## src/tfs_pkg.sv

```systemverilog
package tfs_pkg;
  localparam int CLK_NS = 50;
  localparam int CW = 24;
  localparam int DIAG_US = 1000;
  localparam int DIAG_CYC = (DIAG_US * 1000 + CLK_NS - 1) / CLK_NS;
  localparam int CLOSE_MS = 100;
  localparam int CLOSE_CYC = (CLOSE_MS * 1000000) / CLK_NS;
  localparam int BUS_MS = 500;
  localparam int BUS_CYC = (BUS_MS * 1000000) / CLK_NS;
  localparam int BRK_US = 10;
  localparam int BRK_CYC = (BRK_US * 1000 + CLK_NS - 1) / CLK_NS;
  localparam logic [7:0] BRK_CNT = 8'(BRK_CYC);
  localparam logic [16:0] ACC_OFS_MV = 17'h003e8;
  localparam logic [7:0] T_DERATE_C = 8'h4b;
  localparam logic [7:0] T_ZERO_C = 8'h64;
  localparam logic [7:0] LIM_FULL = 8'hfa;
  localparam logic [7:0] LIM_HALF = 8'h7d;
  localparam logic [7:0] LIM_STEP = 8'h0a;
  localparam logic [6:0] BATT_LOW_PCT = 7'h0a;
  localparam logic [7:0] A_CTRL = 8'h00;
  localparam logic [7:0] A_ACC_MIN = 8'h04;
  localparam logic [7:0] A_PRANGE = 8'h08;
  localparam logic [7:0] A_CUTOFF = 8'h0c;
  localparam logic [7:0] A_SRANGE = 8'h10;
  localparam logic [7:0] A_FAULT = 8'h14;
  localparam logic [7:0] A_WARN = 8'h18;
  localparam logic [7:0] A_STAT = 8'h1c;
  localparam logic [2:0] CTRL_RST = 3'h0;
  localparam logic [15:0] ACC_MIN_RST = 16'h01f4;
  localparam logic [31:0] PRANGE_RST = 32'h1194_00c8;
  localparam logic [7:0] CUTOFF_RST = 8'h78;
  localparam logic [31:0] SRANGE_RST = 32'h96_00_96_00;
  localparam int CB_BUS = 0;
  localparam int CB_BATT = 1;
  localparam int CB_MANA = 2;
  localparam int F_PH_LO = 0;
  localparam int F_PH_HI = 1;
  localparam int F_STBY_I = 2;
  localparam int F_DRV_SHORT = 3;
  localparam int F_DRV = 4;
  localparam int F_OPEN = 5;
  localparam int F_STUCK = 6;
  localparam int F_BRAKE = 7;
  localparam int F_COIL = 8;
  localparam int F_SAFETY = 9;
  localparam int F_ILK = 10;
  localparam int F_BATT_WIN = 11;
  localparam int NFAULT = 12;
  localparam int W_ACC_OFS = 0;
  localparam int W_WIRE = 1;
  localparam int W_PEDAL = 2;
  localparam int W_CTRL_HOT = 3;
  localparam int W_MOT_HOT = 4;
  localparam int W_INT_SENS = 5;
  localparam int W_MOT_SENS = 6;
  localparam int W_BUS = 7;
  localparam int W_BATT = 8;
  localparam int NWARN = 9;
  localparam int P_KEY = 0;
  localparam int P_PHL = 1;
  localparam int P_PHH = 4;
  localparam int P_DIODE = 7;
  localparam int P_IST = 8;
  localparam int P_NMC = 9;
  localparam int P_CLOSED = 10;
  localparam int P_CAPD = 11;
  localparam int P_NEB = 12;
  localparam int P_OVC = 13;
  localparam int P_OCDOK = 14;
  localparam int P_MSW = 15;
  localparam int P_SAFE = 16;
  localparam int P_BWIN = 17;
  localparam int NPIN = 18;
  localparam logic [1:0] RESP_OK = 2'h0;
  localparam logic [1:0] RESP_ERR = 2'h2;
  typedef enum logic [4:0] {
    ST_IDLE = 5'h01,
    ST_DIAG = 5'h02,
    ST_CLOSE = 5'h04,
    ST_RUN = 5'h08,
    ST_FAULT = 5'h10
  } tfs_state_type;
endpackage

```

## src/tfs_supervisor.sv

```systemverilog
`timescale 1ns/1ps
module tfs_supervisor #(
  parameter int DIAG_CYCLES = tfs_pkg::DIAG_CYC,
  parameter int CLOSE_CYCLES = tfs_pkg::CLOSE_CYC,
  parameter int BUS_CYCLES = tfs_pkg::BUS_CYC
) (
  input wire logic ref_clk,
  input wire logic rst,
  input wire logic ce,
  input wire logic [7:0] s_axi_awaddr,
  input wire logic s_axi_awvalid,
  output logic s_axi_awready,
  input wire logic [31:0] s_axi_wdata,
  input wire logic [3:0] s_axi_wstrb,
  input wire logic s_axi_wvalid,
  output logic s_axi_wready,
  output logic [1:0] s_axi_bresp,
  output logic s_axi_bvalid,
  input wire logic s_axi_bready,
  input wire logic [7:0] s_axi_araddr,
  input wire logic s_axi_arvalid,
  output logic s_axi_arready,
  output logic [31:0] s_axi_rdata,
  output logic [1:0] s_axi_rresp,
  output logic s_axi_rvalid,
  input wire logic s_axi_rready,
  input wire logic key_switch,
  input wire logic [2:0] phase_low_cmp,
  input wire logic [2:0] phase_high_cmp,
  input wire logic pot_negative_pin_sense,
  input wire logic standby_current_nz,
  input wire logic coil_drive_pin_low,
  input wire logic contactor_closed,
  input wire logic cap_discharged,
  input wire logic brake_coil_drive_pin_low,
  input wire logic coil_overcurrent,
  input wire logic ocd_selftest_ok,
  input wire logic motor_switch_open,
  input wire logic safety_in_low,
  input wire logic batt_window_ok,
  input wire logic [15:0] pot_wiper_pin_mv,
  input wire logic [7:0] ctrl_temp_c,
  input wire logic [7:0] motor_temp_c,
  input wire logic [6:0] batt_charge_pct,
  input wire logic traction_req,
  input wire logic brake_cmd,
  input wire logic bus_msg_rx,
  output logic contactor_drive,
  output logic brake_coil_driver,
  output logic cap_discharge,
  output logic motor_inhibit,
  output logic traction_enable,
  output logic [7:0] current_limit,
  output logic safety_release
);
  localparam int CW = tfs_pkg::CW;

  if (DIAG_CYCLES < 1 || DIAG_CYCLES >= 2 ** CW ||
      CLOSE_CYCLES < 1 || CLOSE_CYCLES >= 2 ** CW ||
      BUS_CYCLES < 1 || BUS_CYCLES >= 2 ** CW) begin : g_chk
    $error("tfs_supervisor: timing count out of range");
  end

  logic [tfs_pkg::NPIN-1:0] pin_raw;
  logic [tfs_pkg::NPIN-1:0] pin_m;
  logic [tfs_pkg::NPIN-1:0] pin_s;
  tfs_pkg::tfs_state_type st_q;
  tfs_pkg::tfs_state_type st_d;
  logic [tfs_pkg::NFAULT-1:0] fault_q;
  logic [tfs_pkg::NFAULT-1:0] fault_d;
  logic [tfs_pkg::NFAULT-1:0] fset;
  logic [tfs_pkg::NWARN-1:0] warn_q;
  logic [tfs_pkg::NWARN-1:0] warn_d;
  logic [CW-1:0] tmr_q;
  logic [CW-1:0] bus_cnt_q;
  logic [7:0] brk_cnt_q;
  logic [7:0] lim_q;
  logic [7:0] lim_d;
  logic cap_pre_q;
  logic tmr_done;
  logic standby;
  logic key;
  logic safe;
  logic inhibit_d;
  logic [2:0] ctrl_q;
  logic [15:0] acc_min_q;
  logic [31:0] prange_q;
  logic [7:0] cutoff_q;
  logic [31:0] srange_q;
  logic awready_q;
  logic wready_q;
  logic bvalid_q;
  logic [1:0] bresp_q;
  logic arready_q;
  logic rvalid_q;
  logic [1:0] rresp_q;
  logic [31:0] rdata_q;
  logic [7:0] awaddr_q;
  logic [31:0] wdata_q;
  logic [3:0] wstrb_q;
  logic wr_go;
  logic [31:0] rd_mux;
  logic rd_ok;
  logic wr_ok;
  logic cdrv_q;
  logic bdrv_q;
  logic capd_q;
  logic inh_q;
  logic trac_q;
  logic rel_q;

  // Pins are asynchronous to ref_clk
  assign pin_raw = {batt_window_ok, safety_in_low, motor_switch_open, ocd_selftest_ok,
                    coil_overcurrent, brake_coil_drive_pin_low, cap_discharged,
                    contactor_closed, coil_drive_pin_low, standby_current_nz,
                    pot_negative_pin_sense, phase_high_cmp, phase_low_cmp, key_switch};

  always_ff @(posedge ref_clk) begin
    if (rst) begin
      pin_m <= '0;
      pin_s <= '0;
    end else if (ce) begin
      pin_m <= pin_raw;
      pin_s <= pin_m;
    end
  end

  assign key = pin_s[tfs_pkg::P_KEY];
  assign safe = pin_s[tfs_pkg::P_SAFE];
  assign standby = (st_q == tfs_pkg::ST_RUN) && !trac_q;
  assign tmr_done = ((st_q == tfs_pkg::ST_DIAG) && (tmr_q >= CW'(DIAG_CYCLES - 1))) ||
                    ((st_q == tfs_pkg::ST_CLOSE) && (tmr_q >= CW'(CLOSE_CYCLES - 1)));

  always_comb begin
    st_d = st_q;
    fset = '0;
    case (st_q)
      tfs_pkg::ST_IDLE: begin
        if (key) begin
          st_d = tfs_pkg::ST_DIAG;
        end
      end
      tfs_pkg::ST_DIAG: begin
        fset[tfs_pkg::F_DRV_SHORT] = pin_s[tfs_pkg::P_NMC];
        fset[tfs_pkg::F_ILK] = safe;
        fset[tfs_pkg::F_BATT_WIN] = !pin_s[tfs_pkg::P_BWIN];
        if (tmr_done) begin
          fset[tfs_pkg::F_STUCK] = !cap_pre_q && !pin_s[tfs_pkg::P_CAPD];
          fset[tfs_pkg::F_COIL] = !pin_s[tfs_pkg::P_OCDOK];
          st_d = tfs_pkg::ST_CLOSE;
        end
      end
      tfs_pkg::ST_CLOSE: begin
        if (safe && pin_s[tfs_pkg::P_NMC] && pin_s[tfs_pkg::P_CLOSED]) begin
          st_d = tfs_pkg::ST_RUN;
        end else if (tmr_done) begin
          if (!safe) begin
            fset[tfs_pkg::F_SAFETY] = 1'b1;
          end else if (!pin_s[tfs_pkg::P_NMC]) begin
            fset[tfs_pkg::F_DRV] = 1'b1;
          end else begin
            fset[tfs_pkg::F_OPEN] = 1'b1;
          end
        end
      end
      tfs_pkg::ST_RUN: begin
        fset[tfs_pkg::F_SAFETY] = !safe;
        fset[tfs_pkg::F_DRV] = !pin_s[tfs_pkg::P_NMC];
        fset[tfs_pkg::F_OPEN] = pin_s[tfs_pkg::P_NMC] && !pin_s[tfs_pkg::P_CLOSED];
        fset[tfs_pkg::F_STBY_I] = standby && pin_s[tfs_pkg::P_IST];
      end
      default: begin
      end
    endcase
    if ((st_q == tfs_pkg::ST_DIAG) || standby) begin
      fset[tfs_pkg::F_PH_LO] = |pin_s[tfs_pkg::P_PHL +: 3];
      fset[tfs_pkg::F_PH_HI] = |pin_s[tfs_pkg::P_PHH +: 3];
    end
    fset[tfs_pkg::F_BRAKE] = (brk_cnt_q == tfs_pkg::BRK_CNT);
    if (pin_s[tfs_pkg::P_OVC]) begin
      fset[tfs_pkg::F_COIL] = 1'b1;
    end
    // Key off clears, but a fresh set in the same cycle wins
    fault_d = (key ? fault_q : '0) | fset;
    if (key && (fault_d != '0)) begin
      st_d = tfs_pkg::ST_FAULT;
    end
    if (!key) begin
      st_d = tfs_pkg::ST_IDLE;
    end
  end

  always_ff @(posedge ref_clk) begin
    if (rst) begin
      st_q <= tfs_pkg::ST_IDLE;
      fault_q <= '0;
      tmr_q <= '0;
      cap_pre_q <= 1'b0;
    end else if (ce) begin
      st_q <= st_d;
      fault_q <= fault_d;
      tmr_q <= (st_d != st_q) ? '0 : (tmr_done ? tmr_q : tmr_q + 1'b1);
      if (st_q == tfs_pkg::ST_IDLE) begin
        cap_pre_q <= pin_s[tfs_pkg::P_CAPD];
      end
    end
  end

  // Settle window covers synchroniser delay and driver slew
  always_ff @(posedge ref_clk) begin
    if (rst) begin
      brk_cnt_q <= '0;
    end else if (ce) begin
      if (bdrv_q != pin_s[tfs_pkg::P_NEB]) begin
        brk_cnt_q <= (brk_cnt_q == tfs_pkg::BRK_CNT) ? brk_cnt_q : brk_cnt_q + 1'b1;
      end else begin
        brk_cnt_q <= '0;
      end
    end
  end

  always_ff @(posedge ref_clk) begin
    if (rst) begin
      bus_cnt_q <= '0;
    end else if (ce) begin
      if (!ctrl_q[tfs_pkg::CB_BUS] || bus_msg_rx || (st_q == tfs_pkg::ST_IDLE)) begin
        bus_cnt_q <= '0;
      end else if (bus_cnt_q < CW'(BUS_CYCLES)) begin
        bus_cnt_q <= bus_cnt_q + 1'b1;
      end
    end
  end

  always_comb begin
    warn_d = '0;
    if (standby) begin
      warn_d[tfs_pkg::W_ACC_OFS] = {1'b0, pot_wiper_pin_mv} >
                                   ({1'b0, acc_min_q} + tfs_pkg::ACC_OFS_MV);
    end else if (st_q == tfs_pkg::ST_RUN) begin
      warn_d[tfs_pkg::W_ACC_OFS] = warn_q[tfs_pkg::W_ACC_OFS];
    end
    warn_d[tfs_pkg::W_WIRE] = !pin_s[tfs_pkg::P_DIODE];
    warn_d[tfs_pkg::W_PEDAL] = (pot_wiper_pin_mv < prange_q[15:0]) ||
                               (pot_wiper_pin_mv > prange_q[31:16]);
    warn_d[tfs_pkg::W_CTRL_HOT] = ctrl_temp_c > tfs_pkg::T_DERATE_C;
    warn_d[tfs_pkg::W_MOT_HOT] = pin_s[tfs_pkg::P_MSW] ||
                                 (ctrl_q[tfs_pkg::CB_MANA] && motor_temp_c > cutoff_q);
    warn_d[tfs_pkg::W_INT_SENS] = (ctrl_temp_c < srange_q[7:0]) ||
                                  (ctrl_temp_c > srange_q[15:8]);
    warn_d[tfs_pkg::W_MOT_SENS] = ctrl_q[tfs_pkg::CB_MANA] &&
                                  ((motor_temp_c < srange_q[23:16]) ||
                                   (motor_temp_c > srange_q[31:24]));
    warn_d[tfs_pkg::W_BUS] = ctrl_q[tfs_pkg::CB_BUS] && (bus_cnt_q >= CW'(BUS_CYCLES));
    warn_d[tfs_pkg::W_BATT] = ctrl_q[tfs_pkg::CB_BATT] &&
                              (batt_charge_pct <= tfs_pkg::BATT_LOW_PCT);
  end

  assign inhibit_d = (st_d != tfs_pkg::ST_RUN) || (fault_d != '0) ||
                     warn_d[tfs_pkg::W_WIRE] || warn_d[tfs_pkg::W_PEDAL];

  // Motor derate fixed at half; a finer curve needs a sensor scale
  always_comb begin
    lim_d = tfs_pkg::LIM_FULL;
    if (ctrl_temp_c >= tfs_pkg::T_ZERO_C) begin
      lim_d = '0;
    end else if (ctrl_temp_c > tfs_pkg::T_DERATE_C) begin
      lim_d = 8'((tfs_pkg::T_ZERO_C - ctrl_temp_c) * tfs_pkg::LIM_STEP);
    end
    if ((warn_d[tfs_pkg::W_MOT_HOT] || warn_d[tfs_pkg::W_INT_SENS] ||
         warn_d[tfs_pkg::W_MOT_SENS] || warn_d[tfs_pkg::W_BATT]) &&
        (lim_d > tfs_pkg::LIM_HALF)) begin
      lim_d = tfs_pkg::LIM_HALF;
    end
    if (inhibit_d) begin
      lim_d = '0;
    end
  end

  always_ff @(posedge ref_clk) begin
    if (rst) begin
      warn_q <= '0;
      lim_q <= '0;
      cdrv_q <= 1'b0;
      bdrv_q <= 1'b0;
      capd_q <= 1'b0;
      inh_q <= 1'b1;
      trac_q <= 1'b0;
      rel_q <= 1'b0;
    end else if (ce) begin
      warn_q <= warn_d;
      lim_q <= lim_d;
      cdrv_q <= ((st_d == tfs_pkg::ST_CLOSE) || (st_d == tfs_pkg::ST_RUN)) &&
                (fault_d == '0) && safe;
      bdrv_q <= brake_cmd && (st_d == tfs_pkg::ST_RUN) &&
                (fault_d == '0) && safe;
      capd_q <= (st_d == tfs_pkg::ST_DIAG) && !cap_pre_q;
      inh_q <= inhibit_d;
      trac_q <= traction_req && !inhibit_d && !warn_d[tfs_pkg::W_ACC_OFS];
      rel_q <= (st_d == tfs_pkg::ST_CLOSE) || (st_d == tfs_pkg::ST_RUN);
    end
  end

  assign contactor_drive = cdrv_q;
  assign brake_coil_driver = bdrv_q;
  assign cap_discharge = capd_q;
  assign motor_inhibit = inh_q;
  assign traction_enable = trac_q;
  assign current_limit = lim_q;
  assign safety_release = rel_q;

  function automatic logic [31:0] wmerge(input logic [31:0] old, input logic [31:0] nw,
                                         input logic [3:0] stb);
    for (int b = 0; b < 4; b++) begin
      wmerge[8 * b +: 8] = stb[b] ? nw[8 * b +: 8] : old[8 * b +: 8];
    end
  endfunction

  assign wr_go = !awready_q && !wready_q && !bvalid_q;
  assign wr_ok = (awaddr_q[7:2] <= tfs_pkg::A_SRANGE[7:2]);

  always_comb begin
    rd_ok = 1'b1;
    case (s_axi_araddr[7:2])
      tfs_pkg::A_CTRL[7:2]: rd_mux = 32'(ctrl_q);
      tfs_pkg::A_ACC_MIN[7:2]: rd_mux = 32'(acc_min_q);
      tfs_pkg::A_PRANGE[7:2]: rd_mux = prange_q;
      tfs_pkg::A_CUTOFF[7:2]: rd_mux = 32'(cutoff_q);
      tfs_pkg::A_SRANGE[7:2]: rd_mux = srange_q;
      tfs_pkg::A_FAULT[7:2]: rd_mux = 32'(fault_q);
      tfs_pkg::A_WARN[7:2]: rd_mux = 32'(warn_q);
      tfs_pkg::A_STAT[7:2]: rd_mux = 32'({st_q, lim_q});
      default: begin
        rd_mux = '0;
        rd_ok = 1'b0;
      end
    endcase
  end

  // One write and one read in flight; ready drops until the response is taken
  always_ff @(posedge ref_clk) begin
    if (rst) begin
      awready_q <= 1'b1;
      wready_q <= 1'b1;
      bvalid_q <= 1'b0;
      bresp_q <= tfs_pkg::RESP_OK;
      awaddr_q <= '0;
      wdata_q <= '0;
      wstrb_q <= '0;
    end else if (ce) begin
      if (s_axi_awvalid && awready_q) begin
        awaddr_q <= s_axi_awaddr;
        awready_q <= 1'b0;
      end
      if (s_axi_wvalid && wready_q) begin
        wdata_q <= s_axi_wdata;
        wstrb_q <= s_axi_wstrb;
        wready_q <= 1'b0;
      end
      if (bvalid_q && s_axi_bready) begin
        bvalid_q <= 1'b0;
        awready_q <= 1'b1;
        wready_q <= 1'b1;
      end else if (wr_go) begin
        bvalid_q <= 1'b1;
        bresp_q <= wr_ok ? tfs_pkg::RESP_OK : tfs_pkg::RESP_ERR;
      end
    end
  end

  always_ff @(posedge ref_clk) begin
    if (rst) begin
      ctrl_q <= tfs_pkg::CTRL_RST;
      acc_min_q <= tfs_pkg::ACC_MIN_RST;
      prange_q <= tfs_pkg::PRANGE_RST;
      cutoff_q <= tfs_pkg::CUTOFF_RST;
      srange_q <= tfs_pkg::SRANGE_RST;
    end else if (ce && wr_go) begin
      case (awaddr_q[7:2])
        tfs_pkg::A_CTRL[7:2]: ctrl_q <= 3'(wmerge(32'(ctrl_q), wdata_q, wstrb_q));
        tfs_pkg::A_ACC_MIN[7:2]: acc_min_q <= 16'(wmerge(32'(acc_min_q), wdata_q, wstrb_q));
        tfs_pkg::A_PRANGE[7:2]: prange_q <= wmerge(prange_q, wdata_q, wstrb_q);
        tfs_pkg::A_CUTOFF[7:2]: cutoff_q <= 8'(wmerge(32'(cutoff_q), wdata_q, wstrb_q));
        tfs_pkg::A_SRANGE[7:2]: srange_q <= wmerge(srange_q, wdata_q, wstrb_q);
        default: begin
        end
      endcase
    end
  end

  always_ff @(posedge ref_clk) begin
    if (rst) begin
      arready_q <= 1'b1;
      rvalid_q <= 1'b0;
      rresp_q <= tfs_pkg::RESP_OK;
      rdata_q <= '0;
    end else if (ce) begin
      if (s_axi_arvalid && arready_q) begin
        arready_q <= 1'b0;
        rvalid_q <= 1'b1;
        rdata_q <= rd_mux;
        rresp_q <= rd_ok ? tfs_pkg::RESP_OK : tfs_pkg::RESP_ERR;
      end else if (rvalid_q && s_axi_rready) begin
        rvalid_q <= 1'b0;
        arready_q <= 1'b1;
      end
    end
  end

  assign s_axi_awready = awready_q;
  assign s_axi_wready = wready_q;
  assign s_axi_bvalid = bvalid_q;
  assign s_axi_bresp = bresp_q;
  assign s_axi_arready = arready_q;
  assign s_axi_rvalid = rvalid_q;
  assign s_axi_rresp = rresp_q;
  assign s_axi_rdata = rdata_q;

  AST_PHASE_LOW:
    assert property (@(posedge ref_clk) disable iff (rst)
      (ce && ((st_q == tfs_pkg::ST_DIAG) || standby) && |pin_s[tfs_pkg::P_PHL +: 3])
      |=> fault_q[tfs_pkg::F_PH_LO])
    else $error("phase low fault not latched");
  AST_ACC_OFS:
    assert property (@(posedge ref_clk) disable iff (rst)
      (ce && standby && ({1'b0, pot_wiper_pin_mv} > ({1'b0, acc_min_q} + tfs_pkg::ACC_OFS_MV)))
      |=> warn_q[tfs_pkg::W_ACC_OFS])
    else $error("accelerator offset alarm missing");
  AST_OFS_BLOCK:
    assert property (@(posedge ref_clk) disable iff (rst)
      warn_q[tfs_pkg::W_ACC_OFS] |-> !trac_q)
    else $error("traction enabled under offset alarm");
  AST_WIRE:
    assert property (@(posedge ref_clk) disable iff (rst)
      (ce && !pin_s[tfs_pkg::P_DIODE]) |=> (warn_q[tfs_pkg::W_WIRE] && inh_q && !trac_q))
    else $error("pedal wire alarm not blocking");
  AST_PEDAL:
    assert property (@(posedge ref_clk) disable iff (rst)
      (ce && (pot_wiper_pin_mv > prange_q[31:16])) |=> (warn_q[tfs_pkg::W_PEDAL] && inh_q))
    else $error("pedal failure not blocking");
  AST_HARD_STOP:
    assert property (@(posedge ref_clk) disable iff (rst)
      (fault_q != '0) |-> (!cdrv_q && !bdrv_q && inh_q && (lim_q == '0)))
    else $error("hard fault left contactor or drive active");
  AST_DRV_SHORT:
    assert property (@(posedge ref_clk) disable iff (rst)
      (ce && (st_q == tfs_pkg::ST_DIAG) && pin_s[tfs_pkg::P_NMC])
      |=> (fault_q[tfs_pkg::F_DRV_SHORT] && !cdrv_q))
    else $error("shorted driver not flagged");
  AST_TEMP_ZERO:
    assert property (@(posedge ref_clk) disable iff (rst)
      (ce && (ctrl_temp_c >= tfs_pkg::T_ZERO_C)) |=> (lim_q == '0))
    else $error("current not zero at top temperature");
  AST_SAFETY:
    assert property (@(posedge ref_clk) disable iff (rst)
      (ce && key && (st_q == tfs_pkg::ST_RUN) && !safe)
      |=> (fault_q[tfs_pkg::F_SAFETY] && !cdrv_q && !bdrv_q))
    else $error("open interlock did not stop drivers");
  AST_BATT_LOW:
    assert property (@(posedge ref_clk) disable iff (rst)
      (ce && ctrl_q[tfs_pkg::CB_BATT] && (batt_charge_pct <= tfs_pkg::BATT_LOW_PCT))
      |=> (warn_q[tfs_pkg::W_BATT] && (lim_q <= tfs_pkg::LIM_HALF)))
    else $error("low battery did not halve current");
  AST_LATCH:
    assert property (@(posedge ref_clk) disable iff (rst)
      (ce && key) |=> ((fault_q & $past(fault_q)) == $past(fault_q)))
    else $error("hard fault cleared with key on");
endmodule

```

## config.mk

```make
export PLATFORM = sky130hd
export DESIGN_NAME = tfs_supervisor
export DESIGN_NICKNAME = d
export VERILOG_FILES = /design/src/tfs_pkg.sv /design/src/tfs_supervisor.sv
export SDC_FILE = /design/constraint.sdc
export NUM_CORES = 1
export LEC_CHECK = 0
export BUFFER_PORTS_ARGS = -buffer_cell sky130_fd_sc_hd__buf_2
export CAP_MARGIN = 20
export CORE_MARGIN = 2
export CORE_UTILIZATION = 50
export CTS_BUF_LIST = sky130_fd_sc_hd__clkbuf_8
export DETAILED_ROUTE_END_ITERATION = 8
export PLACE_DENSITY = 0.71
export SETUP_SLACK_MARGIN = 0.02
export SLEW_MARGIN = 30
export SYNTH_ARGS = -nofsm -noshare
export SYNTH_HDL_FRONTEND = slang
export SYNTH_SLANG_ARGS = --single-unit
```

## constraint.sdc

```tcl
create_clock -name ref_clk -period 3.6 [get_ports ref_clk]
set_clock_uncertainty 0.05 [all_clocks]
set_input_delay 0.54 -clock ref_clk [delete_from_list [all_inputs] [get_ports ref_clk]]
set_output_delay 0.54 -clock ref_clk [all_outputs]
set_load 0.005 [all_outputs]
```

* Yosys cells after proc, flatten, opt, wreduce, memory -nomap -nowiden *
Cells that the tools add are included.

word-level totals
  flip-flop bits (word level) = 309
  bits in latches = 0
  bits in writable memories = 0
  memory bits (read-only) = 0
  bits of input ports = 120
  output and inout bits = 55
  logic and storage cells = 235
  memories = 0

cells by class
  add/subtract/negate cells = 5
  multipliers = 1
  divide/modulo/power cells = 0
  $lt $le $gt $ge = 17
  equal/unequal tests = 24
  shift operators = 0
  mux-type cells = 51
  bitwise gates (word level) = 2
  reductions and logical operators = 96

operator list
  cell                    count
  $pmux 32 s8             1
  $mux 24                 4
  $add 24x1->24 const B   2
  $mux 8                  6
  $reduce_and 3->1        13
  $eq 6x3->1 const B      5
  $logic_and 1x1->1       30
  $mux 1                  25
  $eq 6x2->1 const B      4
  $ge 24x15->1 const B    1
  $ge 24x21->1 const B    1
  $ge 24x24->1 const B    1
  $gt 8x8->1              3
  $lt 24x24->1 const B    1
  $reduce_and 2->1        11
  $mux 5                  4
  $add 16x10->17 const B  1
  $gt 16x17->1            1
  $gt 16x16->1            1
  $gt 8x7->1 const B      2
  $lt 16x16->1            1
  $lt 8x8->1              2
  $logic_not 1->1         15
  $logic_or 1x1->1        15
  other kinds (30)        46

* Longest topological paths before layout *
Gate-level depths: netlist of run 1.

  depth after elaboration = 18
  depth in mapped cells = 14
  gate-level depth less buffers = 14

* Worst setup path after synthesis of run 1 *
No wires, ideal clock.

  path type = register to register
  from = reg acc_min_q[7]
  to = reg trac_q (netlist: traction_enable)
  library setup time = 0.096 ns
  arrival = 3.090 ns
  path slack = 0.365 ns
  stages on the path, launching flop included = 14
  path buffers = 0
  clock period less this slack = 3.235 ns
  cell sequence = dfxtp_1 or4_1 nor3_1 nand2b_1 xor2_1 ha_1 a21o_1 a2111oi_0 o21ai_0 o211ai_1 a31oi_1 o21ai_0 nand3_1 o41ai_2

on the way
  word-level cells in the longest chain between the ends = 5

RTL lines
  what                      RTL line               text
  start: declaration        tfs_supervisor.sv:86   logic [15:0] acc_min_q;
  start signal: assignment  tfs_supervisor.sv:373  acc_min_q <= tfs_pkg::ACC_MIN_RST;
  start signal: assignment  tfs_supervisor.sv:380  tfs_pkg::A_ACC_MIN[7:2]: acc_min_q <= 16'(wmerge(32'(acc_min_q), wdata_q, wstrb_q));
  $add 16x10->17            tfs_supervisor.sv:238  ({1'b0, acc_min_q} + tfs_pkg::ACC_OFS_MV);
  $gt 16x17->1              tfs_supervisor.sv:237  warn_d[tfs_pkg::W_ACC_OFS] = {1'b0, pot_wiper_pin_mv} >
  $mux 1                    tfs_supervisor.sv:236  if (standby) begin
  $logic_not 1->1           tfs_supervisor.sv:298  trac_q <= traction_req && !inhibit_d && !warn_d[tfs_pkg::W_ACC_OFS];
  $logic_and 1x1->1         tfs_supervisor.sv:298
  end signal: assignment    tfs_supervisor.sv:298
  end: declaration          tfs_supervisor.sv:109  logic trac_q;

Every way passes these cells.
A chain may end at the register's enable or synchronous reset.

* Worst setup path after layout of run 1 *
Same ends and word-level chain as after synthesis.

==> impl_metrics.yaml, run 1 <==
run_status:
  outcome: "complete, no violations"
global_routing:
  grt_antenna_before_repair: 0
  globalRouteOverflowTotal: 0
  grt_start_max_net_pins: 95
  first_global_vias: 13300
  grt_pass1_wl_um: 70800
  track_usage_pct: 26.9
pwr:
  p_sw_uw: 2000
  pwr-share-comb_pct: 9.3
  seqPwrFrac_pct: 46.0
  clock_power_share_pct: 44.7
  p_leak_uw: 0.00764
  internal_power_uw: 5690
  vdd_drop_max_uv: 333
  power_density_nw_per_um2: 426
  switching_share_pct: 26.0
synth:
  netlist_top_cells_area: "dfxtp_1, mux2i_1, ha_1, nor2_1, nand2_1"
  syn_area_per_cell_um2: 8.68
  yosysUniqueCellTypes: 83
  synth_area_um2: 15600
  synth_cells: 1799
  yosys_warnings: 0
  synth_edf_count: 0
  synth_seq_cells: 305
  synthArstFlopShare_pct: 0
  synth.largest_area_cell: "dfxtp_1"
  synth_top_cell_area_share_pct: 39.1
  synthFlopType: "dfxtp_1"
  ys_seq_area_share_pct: 39.1
placement:
  dpl.hpwl_um: 33400
  place_ws_ns: 0.0659
  numPortBuffers: 168
  placed_area_um2: 16900
  gp_congestion: 0.906
setup_path:
  crit_chain: "or4_1, a211o_1, nor3b_1, xnor2_1, ha_1, nand4_1, nor4b_1, nand4_1, nand3_1, a31oi_1, o21ai_1, nand3_1, o41ai_2"
  crit_type: "register to register"
  slowest_stage: "or4_1"
  slowest_delay_ns: 0.57
  crit_path_start_kind: "register"
  cp.arrival_ns: 3.76
  critPathMaxFanout: 3
  end_kind: "register"
  crit_required_ns: 4.06
route:
  drt-total-wl_um: 45400
  vias: 13800
  viasPerCell: 5.75
  firstDrtPassIters: 7
  drt-initial-drc-count: 986
  drcViolationCount: 0
  avgRoutedWirePerCell_um: 18.9
  ant_nets: 0
min_path:
  worst_hold_path_type: "input port to register"
flow_run:
  max_cap_viol_count: 0
layout:
  area_growth_pct: 15.7
  final_nets: 2186
  fin_area_um2: 18100
  layout_common_cells: "dfxtp_1, nor2_1, nand2_1, buf_2, mux2i_1"
  drive_above_1_share_pct: 17.8
  antenna_cells: 0
  final_common_cell: "dfxtp_1"
clocking:
  path_clk_slew_ns: 0.07
  cts-root-buf: "clkbuf_8"
  clkSinkCount: 305
  cts_buffers: 52
  postCtsSetupBuffers: 0
  htreeDepth: 2
  cts_tree: "built"
  cts.path.max_buffers: 3
  insertion_delay_ns: 0.60
timing:
  setup_ws_ns: 0.308
  maxSlewHeadroom_pct: 48.5
  holdWs_ns: 0.123
  hold_violations: 0
  setup_tns_ns: 0
  min_period_over_period_pct: 91.5
  layout_min_cycle_time_ns: 3.29
  fmax_mhz: 304
  setup_viol: 0
  slew_violations: 0
  rsz0062_at_grt: "false"
  worstMarginPinSlew_ns: 0.772
die:
  pin_count: 175
  die_h_um: 181
  initial_core_util_pct: 50.9
  core_area_um2: 30700
  die_area_um2: 32700
  placementRows: 64
  dieWidth_um: 181
==> flip-flops by register name (all words and copies together) (netlist names), 3 cells and up <==
register	cells
pin_m	18
warn_q	9
wdata_q	32
cutoff_q	8
pin_s	18
srange_q	32
wstrb_q	4
current_limit	8
st_q	5
tmr_q	24
fault_q	12
ctrl_q	3
bus_cnt_q	24
s_axi_rdata	32
acc_min_q	16
awaddr_q	6
brk_cnt_q	8
prange_q	32
==> worst max-delay path: cells and delay by family (launching register included) <==
kind,cells,cell delay [ns]
and+or+nand+nor,7,1.62
AOI/OAI and AO/OA,4,0.81
DFF,1,0.31
adders and majority gates,1,0.31
xor gates and xnor gates,1,0.13
==> layout make-up <==
type	instances	area [um^2]
sequential	305	6110
clock buffer	66	908
fill	2751	12600
tap	396	495
clock inverter	30	256
multi-input combinational	1306	8800
inverter	93	349
timing repair buffer	208	1150
==> metrics by stage <==
stage	total power (uW)	instances	utilization, %
floorplan	4030	1800	-
global placement	4290	2308	55.0
detailed placement	4310	2308	55.0
CTS	7740	2404	58.8
global route	7980	2404	58.9
finish	7690	2404	58.9
==> final timing paths <==
path                                   start              end  slack, ns  cells past startpoint
worst max-delay path            acc_min_q[7]  traction_enable       0.31                     13
worst min-delay path                     rst         tmr_q[4]       0.12                      2
worst max register to register  acc_min_q[7]  traction_enable       0.31                     13
worst min register to register     warn_q[8]        warn_q[8]       0.42                      2
==> cell usage after synthesis, types with 26 or more instances <==
| cell type | n |
|---|---|
| a221oi_1 | 27 |
| xor2_1 | 26 |
| inv_1 | 93 |
| clkbuf_1 | 68 |
| xnor2_1 | 37 |
| nand3_1 | 39 |
| nand2_1 | 185 |
| nor2_1 | 236 |
| a21oi_1 | 113 |
| nand4_1 | 36 |
| dfxtp_1 | 305 |
| mux2i_1 | 131 |
| o21ai_0 | 55 |
| nor3_1 | 45 |
| ha_1 | 99 |
==> repair_timing <==
| action | CTS | global route |
|---|---|---|
| hold buffers | 0 | 0 |
| gates resized for setup | 0 | 5 |
| endpoints found under the setup margin | 0 | 2 |
==> power by group through the flow <==
stage | logic [uW] | clock network [uW] | registers, uW
4_1_cts | 708 | 3500 | 3540
2_1_floorplan | 451 | 0 | 3580
5_1_grt | 788 | 3640 | 3540
3_3_place_gp | 687 | 0 | 3610
3_5_place_dp | 703 | 0 | 3610
6_report | 714 | 3440 | 3540
==> kinds of logic after synthesis <==
logic type,after synthesis,synth area share [%]
multiplexers,143,9.77
XOR/XNOR,63,3.53
other,1,0.0240
AND/OR/NAND/NOR,662,20.0
flip-flops,305,39.1
adder cells (fa/ha/maj),100,8.06
buffers and inverters,189,4.84
AO/OA/AOI/OAI,336,14.6
==> per-layer routing <==
| metal | GRT usage [%] | wire length (um) |
|---|---|---|
| met1 | 35.6 | 19600 |
| met2 | 43.7 | 20900 |
| met3 | 4.41 | 2960 |
| met4 | 11.2 | 1920 |
| met5 | 0 | 0 |
Power figures use the tool's default switching activity.
==> run 2: changes to the inputs <==
==> constraint.sdc (replaced) <==
create_clock -name ref_clk -period 3.3 [get_ports ref_clk]
set_clock_uncertainty 0.05 [all_clocks]
set_input_delay 0.495 -clock ref_clk [delete_from_list [all_inputs] [get_ports ref_clk]]
set_output_delay 0.495 -clock ref_clk [all_outputs]
set_load 0.005 [all_outputs]
==> impl_metrics.yaml, run 2 (synthesis gave the netlist of run 1 again) <==
route:
  drcViolationCount: 0
  drt-total-wl_um: 45700
  drt-initial-drc-count: 1131
  viasPerCell: 5.81
  vias: 14000
  ant_nets: 0
  firstDrtPassIters: 6
  avgRoutedWirePerCell_um: 18.9
clocking:
  cts_hold_buffers: 0
  htreeDepth: 2
  cts_buffers: 50
  cts_tree: "built"
  insertion_delay_ns: 0.60
  path_clk_slew_ns: 0.07
  clkSinkCount: 305
  cts.path.max_buffers: 3
  cts-root-buf: "clkbuf_8"
layout:
  antenna_cells: 0
  final_core_util_pct: 59.0
  drive_above_1_share_pct: 18.3
  final_common_cell: "dfxtp_1"
  final_nets: 2200
  instances_no_fill: 2415
  layout_common_cells: "dfxtp_1, nor2_1, nand2_1, buf_2, mux2i_1"
  area_growth_pct: 15.9
timing:
  worstMarginPinSlew_ns: 0.800
  setup_ws_ns: -0.0200
  min_period_over_period_pct: 101
  maxSlewHeadroom_pct: 46.6
  layout_min_cycle_time_ns: 3.32
  rsz0062_at_grt: "true"
  fmax_mhz: 301
  setup_viol: 1
  hold_violations: 0
  slew_violations: 0
setup_path:
  rrSetupSlack_ns: -0.02
  slowest_stage: "or4_4"
  critPathMaxFanout: 3
  r2r-start: "acc_min_q[6]"
  crit_family: "compound AO/OA/AOI/OAI gates"
  path_depth: 15
  slowest_delay_ns: 0.57
  reg2reg_depth: 15
  critPathBufInv: 2
  crit_path_start_kind: "register"
  crit_required_ns: 3.73
  crit_chain: "or4_4, nor3_4, nand2b_4, xor2_1, ha_1, a21o_1, a2111oi_4, buf_4, o21ai_2, o211ai_1, a31oi_1, o21ai_1, buf_4, nand3_4, o41ai_2"
  end_kind: "register"
  crit_type: "register to register"
  cp_common_cell: "buf_4"
  worstReg2RegEnd: "traction_enable"
  cp.arrival_ns: 3.75
min_path:
  min_to: "wdata_q[25]"
  holdPathStages: 3
  hp-start: "s_axi_wdata[25]"
  worst_hold_path_type: "input port to register"
run_status:
  violations: "negative setup slack"
  outcome: "finished, violations left"
placement:
  numPortBuffers: 168
  gp_congestion: 0.917
  place_ws_ns: -0.309
  dpl.cell_count: 2321
  dpl.hpwl_um: 33600
die:
  die_area_um2: 32700
  dieWidth_um: 181
  pin_count: 175
  die_h_um: 181
  core_area_um2: 30700
  placementRows: 64
  initial_core_util_pct: 50.9
global_routing:
  track_usage_pct: 27.1
  globalRouteOverflowTotal: 0
  grt_pass1_wl_um: 71600
  grt_start_max_net_pins: 173
  grt_antenna_before_repair: 0
  first_global_vias: 13500
pwr:
  vdd_drop_max_uv: 388
  power_density_nw_per_um2: 440
  p_leak_uw: 0.00769
  power_uw: 7950
flow_run:
  max_cap_viol_count: 0
==> run 2: changes by cell type in the layout (fill, tap and decap cells not counted), moves of 2 or more <==
cell	previous run	this run
buf_4	40	55
inv_1	101	107
clkbuf_8	66	61
bufinv_16	4	1
clkinvlp_4	5	2
buf_12	0	2
==> run 2: area by class of cell <==
type,instances,area [um^2]
clock buffers,61,840
clock inverters,30,166
fillers,2749,12600
inverters,93,349
multi-input cells,1306,8840
flip-flops and latches,305,6110
well taps,396,495
repair buffers,224,1290
==> run 2: what timing repair did <==
action	4_1_cts	5_1_grt
buffers inserted	2	1
endpoints found under the setup margin	2	2
gates resized for setup	11	3
hold endpoints to repair	0	0
pin swaps	11	4
==> run 2: power by group <==
| part | switching, uW | internal, uW | total, uW |
|---|---|---|---|
| Combinational | 477 | 317 | 794 |
| Clock | 1550 | 1750 | 3300 |
| Sequential | 85.1 | 3770 | 3860 |
==> run 2: metrics by stage <==
stage / hold WS, ns / cell area (um^2) / setup TNS, ns
after floorplan: 0.392 / 15600 / 0
after global placement: 0.404 / 17000 / -0.507
after detailed placement: 0.413 / 17000 / -0.488
after CTS: 0.0750 / 18100 / 0
after global routing: 0.0779 / 18100 / -0.240
final: 0.0816 / 18100 / -0.0200
==> run 2: how the worst max path moves through the flow <==
stage / from / to / slack [ns]
2_1_floorplan: acc_min_q[7] / traction_enable / 0.06
3_3_place_gp: acc_min_q[7] / traction_enable / -0.31
3_5_place_dp: acc_min_q[7] / traction_enable / -0.31
4_1_cts: acc_min_q[6] / traction_enable / 0.03
5_1_grt: acc_min_q[4] / traction_enable / -0.16
6_report: acc_min_q[6] / traction_enable / -0.02
==> run 2: worst min-delay path: cells and delay by family <==
family | cells | cell delay (ns)
AO/OA/AOI/OAI | 1 | 0.05
AND/OR/NAND/NOR | 1 | 0.04
buffers and inverters | 1 | 0.10
==> run 2: routing by layer <==
metal  track usage (%)  part of all wire [%]  vias up
li1                  -                     -     6754
met1              35.4                    42     6657
met2              44.2                    47      509
met3              4.35                   6.9      122
met4              12.4                   4.6        0
met5                 0                     0        -
